==> src/framer_pkg.sv <==
package framer_pkg;

  // clock and latency time base
  localparam int unsigned CLK_FREQ_HZ = 125_000_000;
  localparam int unsigned LAT_FINE_MS = 10;
  localparam int unsigned LAT_COARSE_MS = 2560;
  localparam int unsigned FINE_TICK_CYCLES = CLK_FREQ_HZ / 1000 * LAT_FINE_MS;
  localparam int unsigned COARSE_TICK_CYCLES =
    CLK_FREQ_HZ / 1000 * LAT_COARSE_MS;

  // packet types and message details
  localparam logic [7:0] PTYPE_EVENT = 8'h02;
  localparam logic [7:0] PTYPE_SERIAL = 8'h10;
  localparam logic [7:0] DETAIL_PATH = 8'h20;
  localparam logic [7:0] DETAIL_CFG = 8'h21;
  localparam logic [7:0] DETAIL_CAL = 8'h22;
  localparam logic [7:0] DETAIL_RESET = 8'h30;

  // byte positions inside a packet
  localparam logic [7:0] POS_SYSID = 8'h00;
  localparam logic [7:0] POS_NODE = 8'h04;
  localparam logic [7:0] POS_STRENGTH = 8'h08;
  localparam logic [7:0] POS_DEPTH = 8'h09;
  localparam logic [7:0] POS_HOPS = 8'h0A;
  localparam logic [7:0] POS_MSG = 8'h0B;
  localparam logic [7:0] POS_LAT = 8'h0D;
  localparam logic [7:0] POS_PTYPE = 8'h0F;
  localparam logic [7:0] POS_DETAIL = 8'h12;
  localparam logic [7:0] POS_PAYLOAD = 8'h13;
  localparam logic [7:0] POS_LAST_MAX = 8'h8A;

  // serial block counter limits, weak link threshold
  localparam logic [7:0] BLOCK_FIRST = 8'h01;
  localparam logic [7:0] BLOCK_MAX = 8'hFF;
  localparam logic [7:0] WEAK_STRENGTH = 8'hBE;
  localparam logic [15:0] LATENCY_MAX = 16'hFFFF;

  // register word addresses
  localparam logic [3:0] ADDR_SYSID = 4'h0;
  localparam logic [3:0] ADDR_NODE = 4'h1;
  localparam logic [3:0] ADDR_CTRL = 4'h2;
  localparam logic [3:0] ADDR_LINK = 4'h3;
  localparam logic [3:0] ADDR_STATUS = 4'h4;
  localparam logic [3:0] ADDR_LATENCY = 4'h5;

  // reset values
  localparam logic [31:0] SYSID_RST = 32'h0000_0000;
  localparam logic [31:0] NODE_RST = 32'h0000_0000;
  localparam logic [7:0] LIMIT_RST = 8'hBE;
  localparam logic [7:0] STRENGTH_RST = 8'hFF;
  localparam logic [7:0] DEPTH_RST = 8'h00;

  typedef enum logic [2:0] {
    KIND_PATH = 3'h0,
    KIND_CFG = 3'h1,
    KIND_CAL = 3'h2,
    KIND_SERIAL = 3'h3,
    KIND_FWD = 3'h4,
    KIND_RESET = 3'h5
  } kind_type;

  typedef struct packed {
    logic [31:0] network_system_identifier;
    logic [31:0] originator_node_identifier;
    logic [7:0] first_link_signal_strength;
    logic [7:0] origin_hop_depth;
    logic [7:0] hop_count;
    logic [15:0] msg_count;
    logic [15:0] transit_latency_timer;
    logic [7:0] ptype;
    logic [7:0] detail;
  } header_type;

  typedef struct packed {
    kind_type kind;
    logic streamed;
    logic stream_end;
    header_type fwd;
  } req_type;

  typedef struct packed {
    logic [7:0] data;
    logic last;
  } beat_type;

endpackage

==> src/latency_timer.sv <==
`timescale 1ns/1ps
module latency_timer #(
  parameter int unsigned FINE_CYCLES = 1,
  parameter int unsigned COARSE_CYCLES = 1
) (
  input wire logic clk,
  input wire logic rst_b,
  input wire logic start,
  input wire logic [15:0] start_value,
  input wire logic tick_sel,
  output logic [15:0] value
);
  import framer_pkg::*;

  logic [31:0] pre_q;
  logic [31:0] pre_d;
  logic [15:0] val_q;
  logic [15:0] val_d;
  logic [31:0] period;

  always_comb begin
    period = tick_sel ? COARSE_CYCLES : FINE_CYCLES;
    pre_d = pre_q + 32'h0000_0001;
    val_d = val_q;
    if (start) begin
      pre_d = 32'h0000_0000;
      val_d = start_value;
    end else if (pre_q >= period - 32'h0000_0001) begin
      pre_d = 32'h0000_0000;
      if (val_q != LATENCY_MAX) begin
        val_d = val_q + 16'h0001;
      end
    end
  end

  always_ff @(posedge clk or negedge rst_b) begin
    if (!rst_b) begin
      pre_q <= 32'h0000_0000;
      val_q <= 16'h0000;
    end else begin
      pre_q <= pre_d;
      val_q <= val_d;
    end
  end

  assign value = val_q;

endmodule // latency_timer

==> src/event_packet_framer.sv <==
`timescale 1ns/1ps
module event_packet_framer
  import framer_pkg::*;
#(
  parameter int unsigned FINE_CYCLES = framer_pkg::FINE_TICK_CYCLES,
  parameter int unsigned COARSE_CYCLES = framer_pkg::COARSE_TICK_CYCLES
) (
  input wire logic CORE_CLK,
  input wire logic RST_B,
  input wire logic [3:0] REG_ADDR,
  input wire logic [31:0] REG_WDATA,
  input wire logic REG_WR,
  input wire logic REG_RD,
  output logic [31:0] REG_RDATA,
  input wire logic REQ_VALID,
  input wire framer_pkg::req_type REQ,
  output logic REQ_READY,
  input wire logic FORCE_RESET_CMD,
  input wire logic CONFIG_SET_DONE,
  input wire logic SRC_VALID,
  input wire logic [7:0] SRC_DATA,
  input wire logic SRC_LAST,
  output logic SRC_READY,
  output logic TX_VALID,
  output framer_pkg::beat_type TX_BEAT,
  input wire logic TX_READY,
  input wire logic CAND_VALID,
  input wire logic [7:0] CAND_STRENGTH,
  output logic LINK_ACCEPT_VALID,
  output logic LINK_ACCEPT,
  output logic WEAK_ORIGIN_LINK
);
  import framer_pkg::*;

  typedef enum logic [2:0] {
    ST_IDLE = 3'b001,
    ST_HDR = 3'b010,
    ST_BODY = 3'b100
  } state_type;

  //////////////////////////////////////////////////////////////////////////
  // register file

  logic [31:0] sysid_q;
  logic [31:0] sysid_d;
  logic [31:0] node_q;
  logic [31:0] node_d;
  logic [7:0] limit_q;
  logic [7:0] limit_d;
  logic tick_sel_q;
  logic tick_sel_d;
  logic [7:0] strength_q;
  logic [7:0] strength_d;
  logic [7:0] depth_q;
  logic [7:0] depth_d;
  logic [31:0] rdata_q;
  logic [31:0] rdata_d;
  logic acc_valid_q;
  logic acc_valid_d;
  logic accept_q;
  logic accept_d;
  logic weak_q;
  logic weak_d;

  // framer state, declared here for status reads
  state_type state_q;
  state_type state_d;
  logic [15:0] msg_cnt_q;
  logic [15:0] msg_cnt_d;
  logic [7:0] blk_q;
  logic [7:0] blk_d;
  logic rst_pend_q;
  logic rst_pend_d;
  logic [15:0] lat_value;

  always_comb begin
    sysid_d = sysid_q;
    node_d = node_q;
    limit_d = limit_q;
    tick_sel_d = tick_sel_q;
    strength_d = strength_q;
    depth_d = depth_q;
    rdata_d = 32'h0000_0000;
    acc_valid_d = CAND_VALID;
    accept_d = accept_q;
    if (REG_WR) begin
      case (REG_ADDR)
        ADDR_SYSID: sysid_d = REG_WDATA;
        ADDR_NODE: node_d = REG_WDATA;
        ADDR_CTRL: begin
          limit_d = REG_WDATA[15:8];
          tick_sel_d = REG_WDATA[0];
        end
        ADDR_LINK: begin
          depth_d = REG_WDATA[15:8];
          strength_d = REG_WDATA[7:0];
        end
        default: ;
      endcase
    end
    if (REG_RD) begin
      case (REG_ADDR)
        ADDR_SYSID: rdata_d = sysid_q;
        ADDR_NODE: rdata_d = node_q;
        ADDR_CTRL: rdata_d = {16'h0000, limit_q, 7'h00, tick_sel_q};
        ADDR_LINK: rdata_d = {16'h0000, depth_q, strength_q};
        ADDR_STATUS: rdata_d = {msg_cnt_q, blk_q, 5'h00, rst_pend_q,
                                state_q != ST_IDLE, weak_q};
        ADDR_LATENCY: rdata_d = {16'h0000, lat_value};
        default: rdata_d = 32'h0000_0000;
      endcase
    end
    if (CAND_VALID) begin
      accept_d = CAND_STRENGTH <= limit_q;
    end
    weak_d = strength_q > WEAK_STRENGTH;
  end

  always_ff @(posedge CORE_CLK or negedge RST_B) begin
    if (!RST_B) begin
      sysid_q <= SYSID_RST;
      node_q <= NODE_RST;
      limit_q <= LIMIT_RST;
      tick_sel_q <= 1'b0;
      strength_q <= STRENGTH_RST;
      depth_q <= DEPTH_RST;
      rdata_q <= 32'h0000_0000;
      acc_valid_q <= 1'b0;
      accept_q <= 1'b0;
      weak_q <= 1'b0;
    end else begin
      sysid_q <= sysid_d;
      node_q <= node_d;
      limit_q <= limit_d;
      tick_sel_q <= tick_sel_d;
      strength_q <= strength_d;
      depth_q <= depth_d;
      rdata_q <= rdata_d;
      acc_valid_q <= acc_valid_d;
      accept_q <= accept_d;
      weak_q <= weak_d;
    end
  end

  //////////////////////////////////////////////////////////////////////////
  // latency timer

  logic lat_start;
  logic [15:0] lat_init;

  latency_timer #(
    .FINE_CYCLES(FINE_CYCLES),
    .COARSE_CYCLES(COARSE_CYCLES)
  ) u_latency (
    .clk(CORE_CLK),
    .rst_b(RST_B),
    .start(lat_start),
    .start_value(lat_init),
    .tick_sel(tick_sel_q),
    .value(lat_value)
  );

  //////////////////////////////////////////////////////////////////////////
  // framer

  header_type hdr_q;
  header_type hdr_d;
  kind_type kind_q;
  kind_type kind_d;
  logic [7:0] pos_q;
  logic [7:0] pos_d;
  logic [15:0] lat_hold_q;
  logic [15:0] lat_hold_d;
  logic end_q;
  logic end_d;
  logic src_done_q;
  logic src_done_d;
  logic src_ready_q;
  logic src_ready_d;
  logic req_ready_q;
  logic req_ready_d;
  logic tx_valid_q;
  logic tx_valid_d;
  beat_type tx_q;
  beat_type tx_d;

  always_comb begin
    header_type own;
    logic tx_free;
    logic [7:0] hb;
    logic [7:0] blk_next;
    own = '0;
    tx_free = !tx_valid_q || TX_READY;
    hb = 8'h00;
    blk_next = (blk_q == BLOCK_MAX) ? BLOCK_FIRST : blk_q + 8'h01;
    state_d = state_q;
    hdr_d = hdr_q;
    kind_d = kind_q;
    pos_d = pos_q;
    lat_hold_d = lat_hold_q;
    end_d = end_q;
    src_done_d = src_done_q;
    msg_cnt_d = msg_cnt_q;
    blk_d = blk_q;
    rst_pend_d = rst_pend_q;
    tx_valid_d = tx_valid_q && !TX_READY;
    tx_d = tx_q;
    lat_start = 1'b0;
    lat_init = 16'h0000;
    // common header fields of a created packet
    own.network_system_identifier = sysid_q;
    own.originator_node_identifier = node_q;
    own.first_link_signal_strength = strength_q;
    own.origin_hop_depth = depth_q;
    own.msg_count = msg_cnt_q;
    own.ptype = PTYPE_EVENT;
    case (state_q)
      ST_IDLE: begin
        if (rst_pend_q) begin
          hdr_d = own;
          hdr_d.detail = DETAIL_RESET;
          kind_d = KIND_RESET;
          rst_pend_d = 1'b0;
          msg_cnt_d = msg_cnt_q + 16'h0001;
          lat_start = 1'b1;
          pos_d = POS_SYSID;
          state_d = ST_HDR;
        end else if (REQ_VALID && req_ready_q) begin
          hdr_d = own;
          kind_d = REQ.kind;
          end_d = REQ.stream_end;
          src_done_d = 1'b0;
          pos_d = POS_SYSID;
          state_d = ST_HDR;
          lat_start = 1'b1;
          msg_cnt_d = msg_cnt_q + 16'h0001;
          case (REQ.kind)
            KIND_PATH: hdr_d.detail = DETAIL_PATH;
            KIND_CFG: hdr_d.detail = DETAIL_CFG;
            KIND_CAL: hdr_d.detail = DETAIL_CAL;
            KIND_SERIAL: begin
              hdr_d.ptype = PTYPE_SERIAL;
              if (REQ.streamed) begin
                hdr_d.detail = blk_next;
                blk_d = blk_next;
              end else begin
                hdr_d.detail = 8'h00;
                blk_d = 8'h00;
              end
            end
            KIND_FWD: begin
              hdr_d = REQ.fwd;
              hdr_d.hop_count = REQ.fwd.hop_count + 8'h01;
              lat_init = REQ.fwd.transit_latency_timer;
              msg_cnt_d = msg_cnt_q;
            end
            default: begin
              kind_d = KIND_CFG;
              hdr_d.detail = DETAIL_CFG;
            end
          endcase
        end
      end
      ST_HDR: begin
        if (tx_free) begin
          case (pos_q)
            8'h00: hb = hdr_q.network_system_identifier[31:24];
            8'h01: hb = hdr_q.network_system_identifier[23:16];
            8'h02: hb = hdr_q.network_system_identifier[15:8];
            8'h03: hb = hdr_q.network_system_identifier[7:0];
            8'h04: hb = hdr_q.originator_node_identifier[31:24];
            8'h05: hb = hdr_q.originator_node_identifier[23:16];
            8'h06: hb = hdr_q.originator_node_identifier[15:8];
            8'h07: hb = hdr_q.originator_node_identifier[7:0];
            8'h08: hb = hdr_q.first_link_signal_strength;
            8'h09: hb = hdr_q.origin_hop_depth;
            8'h0A: hb = hdr_q.hop_count;
            8'h0B: hb = hdr_q.msg_count[15:8];
            8'h0C: hb = hdr_q.msg_count[7:0];
            8'h0D: hb = lat_value[15:8];
            8'h0E: hb = lat_hold_q[7:0];
            8'h0F: hb = hdr_q.ptype;
            8'h12: hb = hdr_q.detail;
            default: hb = 8'h00;
          endcase
          if (pos_q == POS_LAT) begin
            lat_hold_d = lat_value;
          end
          tx_valid_d = 1'b1;
          tx_d.data = hb;
          tx_d.last = (pos_q == POS_DETAIL) && (kind_q == KIND_RESET);
          pos_d = pos_q + 8'h01;
          if (pos_q == POS_DETAIL) begin
            state_d = (kind_q == KIND_RESET) ? ST_IDLE : ST_BODY;
          end
        end
      end
      ST_BODY: begin
        if (src_done_q) begin
          // pad calibration data to 120 bytes
          if (tx_free) begin
            tx_valid_d = 1'b1;
            tx_d.data = 8'h00;
            tx_d.last = pos_q == POS_LAST_MAX;
            pos_d = pos_q + 8'h01;
            if (pos_q == POS_LAST_MAX) begin
              state_d = ST_IDLE;
            end
          end
        end else if (SRC_VALID && src_ready_q) begin
          tx_valid_d = 1'b1;
          tx_d.data = SRC_DATA;
          pos_d = pos_q + 8'h01;
          // stop when full or at the last source byte, except for calibration
          tx_d.last = (pos_q == POS_LAST_MAX) ||
                      (SRC_LAST && kind_q != KIND_CAL);
          if (SRC_LAST) begin
            src_done_d = 1'b1;
          end
          if (tx_d.last) begin
            state_d = ST_IDLE;
            if (kind_q == KIND_SERIAL && end_q) begin
              blk_d = 8'h00;
            end
          end
        end
      end
      default: state_d = ST_IDLE;
    endcase
    // restart numbering with a reset notice
    if (FORCE_RESET_CMD || CONFIG_SET_DONE) begin
      rst_pend_d = 1'b1;
      msg_cnt_d = 16'h0000;
    end
    src_ready_d = (state_d == ST_BODY) && !src_done_d && !tx_valid_d;
    req_ready_d = (state_d == ST_IDLE) && !rst_pend_d;
  end

  always_ff @(posedge CORE_CLK or negedge RST_B) begin
    if (!RST_B) begin
      state_q <= ST_IDLE;
      hdr_q <= '0;
      kind_q <= KIND_PATH;
      pos_q <= 8'h00;
      lat_hold_q <= 16'h0000;
      end_q <= 1'b0;
      src_done_q <= 1'b0;
      msg_cnt_q <= 16'h0000;
      blk_q <= 8'h00;
      rst_pend_q <= 1'b1;
      src_ready_q <= 1'b0;
      req_ready_q <= 1'b0;
      tx_valid_q <= 1'b0;
      tx_q <= '0;
    end else begin
      state_q <= state_d;
      hdr_q <= hdr_d;
      kind_q <= kind_d;
      pos_q <= pos_d;
      lat_hold_q <= lat_hold_d;
      end_q <= end_d;
      src_done_q <= src_done_d;
      msg_cnt_q <= msg_cnt_d;
      blk_q <= blk_d;
      rst_pend_q <= rst_pend_d;
      src_ready_q <= src_ready_d;
      req_ready_q <= req_ready_d;
      tx_valid_q <= tx_valid_d;
      tx_q <= tx_d;
    end
  end

  assign REG_RDATA = rdata_q;
  assign REQ_READY = req_ready_q;
  assign SRC_READY = src_ready_q;
  assign TX_VALID = tx_valid_q;
  assign TX_BEAT = tx_q;
  assign LINK_ACCEPT_VALID = acc_valid_q;
  assign LINK_ACCEPT = accept_q;
  assign WEAK_ORIGIN_LINK = weak_q;

endmodule // event_packet_framer

==> config.mk <==
export PLATFORM = sky130hd
export DESIGN_NAME = event_packet_framer
export DESIGN_NICKNAME = d
export VERILOG_FILES = /design/src/framer_pkg.sv /design/src/latency_timer.sv /design/src/event_packet_framer.sv
export SDC_FILE = /design/constraint.sdc
export NUM_CORES = 1
export LEC_CHECK = 0
export BUFFER_PORTS_ARGS = -buffer_cell sky130_fd_sc_hd__buf_2
export CELL_PAD_IN_SITES_DETAIL_PLACEMENT = 1
export CELL_PAD_IN_SITES_GLOBAL_PLACEMENT = 1
export CORE_MARGIN = 2
export CORE_UTILIZATION = 30
export CTS_BUF_LIST = sky130_fd_sc_hd__clkbuf_4
export DETAILED_ROUTE_END_ITERATION = 6
export PLACE_DENSITY = 0.55
export REMOVE_ABC_BUFFERS = 1
export SLEW_MARGIN = 10
export SYNTH_ARGS = -nofsm -noshare
export SYNTH_HDL_FRONTEND = slang
export SYNTH_SLANG_ARGS = --single-unit
==> constraint.sdc <==
create_clock -name CORE_CLK -period 4.1 [get_ports CORE_CLK]
set_clock_uncertainty 0.1 [all_clocks]
set_input_delay 1.025 -clock CORE_CLK [delete_from_list [all_inputs] [get_ports CORE_CLK]]
set_output_delay 1.025 -clock CORE_CLK [all_outputs]
set_load 0.01 [all_outputs]
==> results.cfg <==
[place]
place_congestion = 0.874
detailed_place_hpwl_um = 51000
port-buffer-count = 250
placed_area_mm2 = 0.0197

[power_and_ir_drop]
portion_of_total_power_attributed_to_sequential_cells = 0.395
internal-power_uw = 7530
p_comb_frac = 0.314
total_power_uw = 12300
ir_worst_vdd_v = 0.000406
power.share.switching = 0.390
p_leak_uw = 0.00984
power.clock.fraction = 0.291
total_switching_power_uw = 4820
powerDensity_mw_per_mm2 = 586

[sta]
summed_negative_setup_slack_over_all_endpoints_ns = 0
tightest_slew_ns = 1.12
fin_crit_sh = 0.859
max_slew_margin = 0.247
finalCriticalPeriod_ns = 3.52
hold_viol_final = 0
setup-violations-final = 0
timing.final.max_slew_violations = 0
rsz0062_at_grt = no
peak_clock_frequency_supported_by_timing_mhz = 284

[yosys]
fraction_of_the_yosys_area_taken_by_sequential_cells = 0.507
synthesis.area_per_instance_um2 = 10.6
synth.top_cell.area_share = 0.483
main_flop_type_after_synthesis = sky130_fd_sc_hd__dfrtp_1
synth_async_sr_flop_share = 1.00
synth.cell_area_mm2 = 0.0175
yosysTopAreaCell = sky130_fd_sc_hd__dfrtp_1
synth_seq_cells = 353
post_synth_num_cell_types = 84
synth_area_leaders = sky130_fd_sc_hd__dfrtp_1, sky130_fd_sc_hd__mux2_2, sky130_fd_sc_hd__a222oi_1
synth_enable_flop_cells = 0
yosys_warnings = 0
synthesis.instances = 1650

[flow_run]
max_cap_violations = 0

[floorplanning]
dieArea_mm2 = 0.0601
die-width_um = 245
num_io_pins = 251
placement_rows = 88
core_region_area_mm2 = 0.0576
fp.dieH_um = 245
start_util = 0.303

[route]
detail_route.drc_violations = 5
antenna_left = 0
drt-vias-per-instance = 5.60
detailedRoute.firstIterationViolations = 1651
detail_route.wirelength_um = 72000
wire_per_inst_um = 25.8
first_pass_iters = 7
vias = 15600

[critical_path]
regToRegSetupSlack_ns = 0.58
timing.reg2reg.worst_path_depth = 9
cp_slowest_cell = sky130_fd_sc_hd__and2_0
crit_path_max_fanout = 11
worst_r2r_startpoint = pos_q[0]$_DFFE_PN0P_
required_ns = 4.73
crit_type = reg -> reg
crit_path_start_kind = flip-flop
crit_arrival_ns = 4.16
peak_per_stage_delay_on_the_critical_path_ns = 0.66
r2r_end = TX_BEAT[1]$_DFFE_PN0P_
crit_path_end_kind = flip-flop
timing.critical_path.cells = inv_1 -> ha_1 -> nor2b_1 -> and2_0 -> a22oi_1 -> a311oi_1 -> a2111oi_1 -> buf_4 -> o21ai_0

[clock_tree]
tritoncts = done
clock-root-buffer = sky130_fd_sc_hd__clkbuf_4
cts-buffers-inserted = 103
h-tree-depth = 3
worstSkewPairLatency_ns = 0.88
cts_hold_buffers = 0
cts_resized = 0
post-cts-setup-buffers = 0
clk_transition_reported_paths_ns = 0.07
max-clock-path-buffers = 3
cts_sinks = 353

[cells_and_area]
multi_input_comb_area_mm2 = 0.00771
seq_cell_area_mm2 = 0.00885
number_of_nets_in_the_finished_design = 2165
post_route_cells_drive_above_1_share = 0.304
postLayoutCellArea_mm2 = 0.0211
num-fill-cells = 6555
area.growth.synth_to_final_pct = 20.8

[global_route]
first_global_vias = 16200
grt_start_max_net_pins = 137
track_usage = 0.239
first_pass_grt_wire_length_um = 107000
gr-total-overflow = 0
grt_antenna_before_repair = 2

[status]
failing_checks = design-rule violations
outcome = finished, violations left

[hold_path]
hold_path.class = in -> async
==> layout by cell type, fill, tap and decap left out, types with 29 or more instances in the layout <==
master	count
sky130_fd_sc_hd__mux2_2	107
sky130_fd_sc_hd__nand2_1	115
sky130_fd_sc_hd__buf_2	249
sky130_fd_sc_hd__a21oi_1	46
sky130_fd_sc_hd__buf_4	36
sky130_fd_sc_hd__a222oi_1	117
sky130_fd_sc_hd__nand3_1	67
sky130_fd_sc_hd__clkbuf_4	161
sky130_fd_sc_hd__xor2_1	30
sky130_fd_sc_hd__ha_1	29
sky130_fd_sc_hd__inv_1	122
sky130_fd_sc_hd__a22oi_1	49
sky130_fd_sc_hd__o21ai_0	47
sky130_fd_sc_hd__nor2_1	118
sky130_fd_sc_hd__dfrtp_1	337
==> per-stage QoR <==
stage | util | hold slack (ns) | cells | setup slack [ns]
final | 0.366 | 0.0839 | 2789 | 0.577
after global routing | 0.366 | 0.0840 | 2788 | 0.516
after CTS | 0.366 | 0.0883 | 2786 | 0.731
after detailed placement | 0.342 | 0.373 | 2592 | 0.741
after global placement | 0.342 | 0.373 | 2592 | 0.864
after floorplan | - | 0.344 | 1533 | -3.09
==> power groups by stage <==
stage	logic [µW]	clock network (µW)	registers, µW
2_1_floorplan	2240	0	4670
3_3_place_gp	3720	0	4910
3_5_place_dp	3840	0	4940
4_1_cts	3850	3700	4880
5_1_grt	4190	3890	4950
6_report	3880	3590	4880
==> area by class of cell <==
cell class	instances	share of cell area
Multi-Input combinational cell	1058	0.366
Clock inverter	33	0.00908
Tap cell	765	0.0454
Sequential cell	353	0.420
Timing Repair Buffer	294	0.0803
Clock buffer	161	0.0573
Inverter	122	0.0217
Antenna cell	3	0.000356
==> state kept, by name, summed over array words and instances (netlist names), 9 cells and up <==
name	cells
sysid_q	32
u_latency.pre_q	32
msg_cnt_q	16
TX_BEAT	9
REG_RDATA	32
hdr_q	120
u_latency.value	16
node_q	32
==> worst max-delay path: cells and delay by family (launching register included) <==
kind	cells	cell delay, ns
AO/OA/AOI/OAI	4	1.04
buffers and inverters	2	0.35
flip-flops	1	0.44
adder cells (fa/ha/maj)	1	0.47
AND/OR/NAND/NOR	2	1.03
==> cells in the mapped netlist (5+ instances only) <==
cell type and instances:
sky130_fd_sc_hd__a32oi_1 7, sky130_fd_sc_hd__dfrtp_1 337, sky130_fd_sc_hd__a21oi_1 46, sky130_fd_sc_hd__xor2_1 30, sky130_fd_sc_hd__and2_1 6, sky130_fd_sc_hd__nand2b_1 12, sky130_fd_sc_hd__nand4_1 24, sky130_fd_sc_hd__nor2b_1 8
sky130_fd_sc_hd__o221ai_1 6, sky130_fd_sc_hd__clkbuf_1 78, sky130_fd_sc_hd__a31oi_1 26, sky130_fd_sc_hd__and3_1 13, sky130_fd_sc_hd__nand3_1 67, sky130_fd_sc_hd__nand2_1 116, sky130_fd_sc_hd__nor3_1 16, sky130_fd_sc_hd__o2bb2ai_1 10
sky130_fd_sc_hd__o22ai_1 7, sky130_fd_sc_hd__a222oi_1 117, sky130_fd_sc_hd__o21ai_0 47, sky130_fd_sc_hd__a221oi_1 6, sky130_fd_sc_hd__nor4_1 8, sky130_fd_sc_hd__o31ai_1 10, sky130_fd_sc_hd__buf_1 12, sky130_fd_sc_hd__dfstp_2 16
sky130_fd_sc_hd__xnor2_1 22, sky130_fd_sc_hd__a21o_1 6, sky130_fd_sc_hd__o21ai_1 5, sky130_fd_sc_hd__buf_2 25, sky130_fd_sc_hd__or2_2 6, sky130_fd_sc_hd__a22o_1 20, sky130_fd_sc_hd__mux2i_1 14, sky130_fd_sc_hd__mux2_2 107
sky130_fd_sc_hd__a22oi_1 49, sky130_fd_sc_hd__inv_1 122, sky130_fd_sc_hd__nor2_1 118, sky130_fd_sc_hd__and4b_1 5, sky130_fd_sc_hd__o211ai_1 14, sky130_fd_sc_hd__ha_1 29
==> layer usage <==
metal  vias to the layer above  global-route usage  wire (µm)  part of all wire
met2                       583               0.371      33100              0.46
met3                       136              0.0384       4130             0.057
met4                         0              0.0931       2610             0.036
met5                         -                   0          0                 0
li1                       6829                   -          -                 -
met1                      8072               0.334      32100              0.45
==> worst max-delay path by stage <==
stage	start	endpoint	slack [ns]
detailed placement	pos_q[0]$_DFFE_PN0P_	TX_BEAT[1]$_DFFE_PN0P_	0.74
floorplan	REQ[139]	u_latency.value[3]$_DFFE_PN0P_	-3.09
global placement	pos_q[0]$_DFFE_PN0P_	TX_BEAT[1]$_DFFE_PN0P_	0.86
CTS	pos_q[0]$_DFFE_PN0P_	TX_BEAT[1]$_DFFE_PN0P_	0.73
global route	pos_q[0]$_DFFE_PN0P_	TX_BEAT[1]$_DFFE_PN0P_	0.52
finish	pos_q[0]$_DFFE_PN0P_	TX_BEAT[1]$_DFFE_PN0P_	0.58
==> cells by family after synthesis <==
logic type | count (synthesis) | share of synthesized area
AO/OA/AOI/OAI | 416 | 0.187
flip-flops | 353 | 0.507
buffers and inverters | 240 | 0.0545
other | 1 | 0.000215
AND/OR/NAND/NOR | 434 | 0.122
XOR/XNOR | 52 | 0.0261
multiplexers | 125 | 0.0822
adder cells (fa/ha/maj) | 29 | 0.0208
Power figures use the tool's default switching activity.
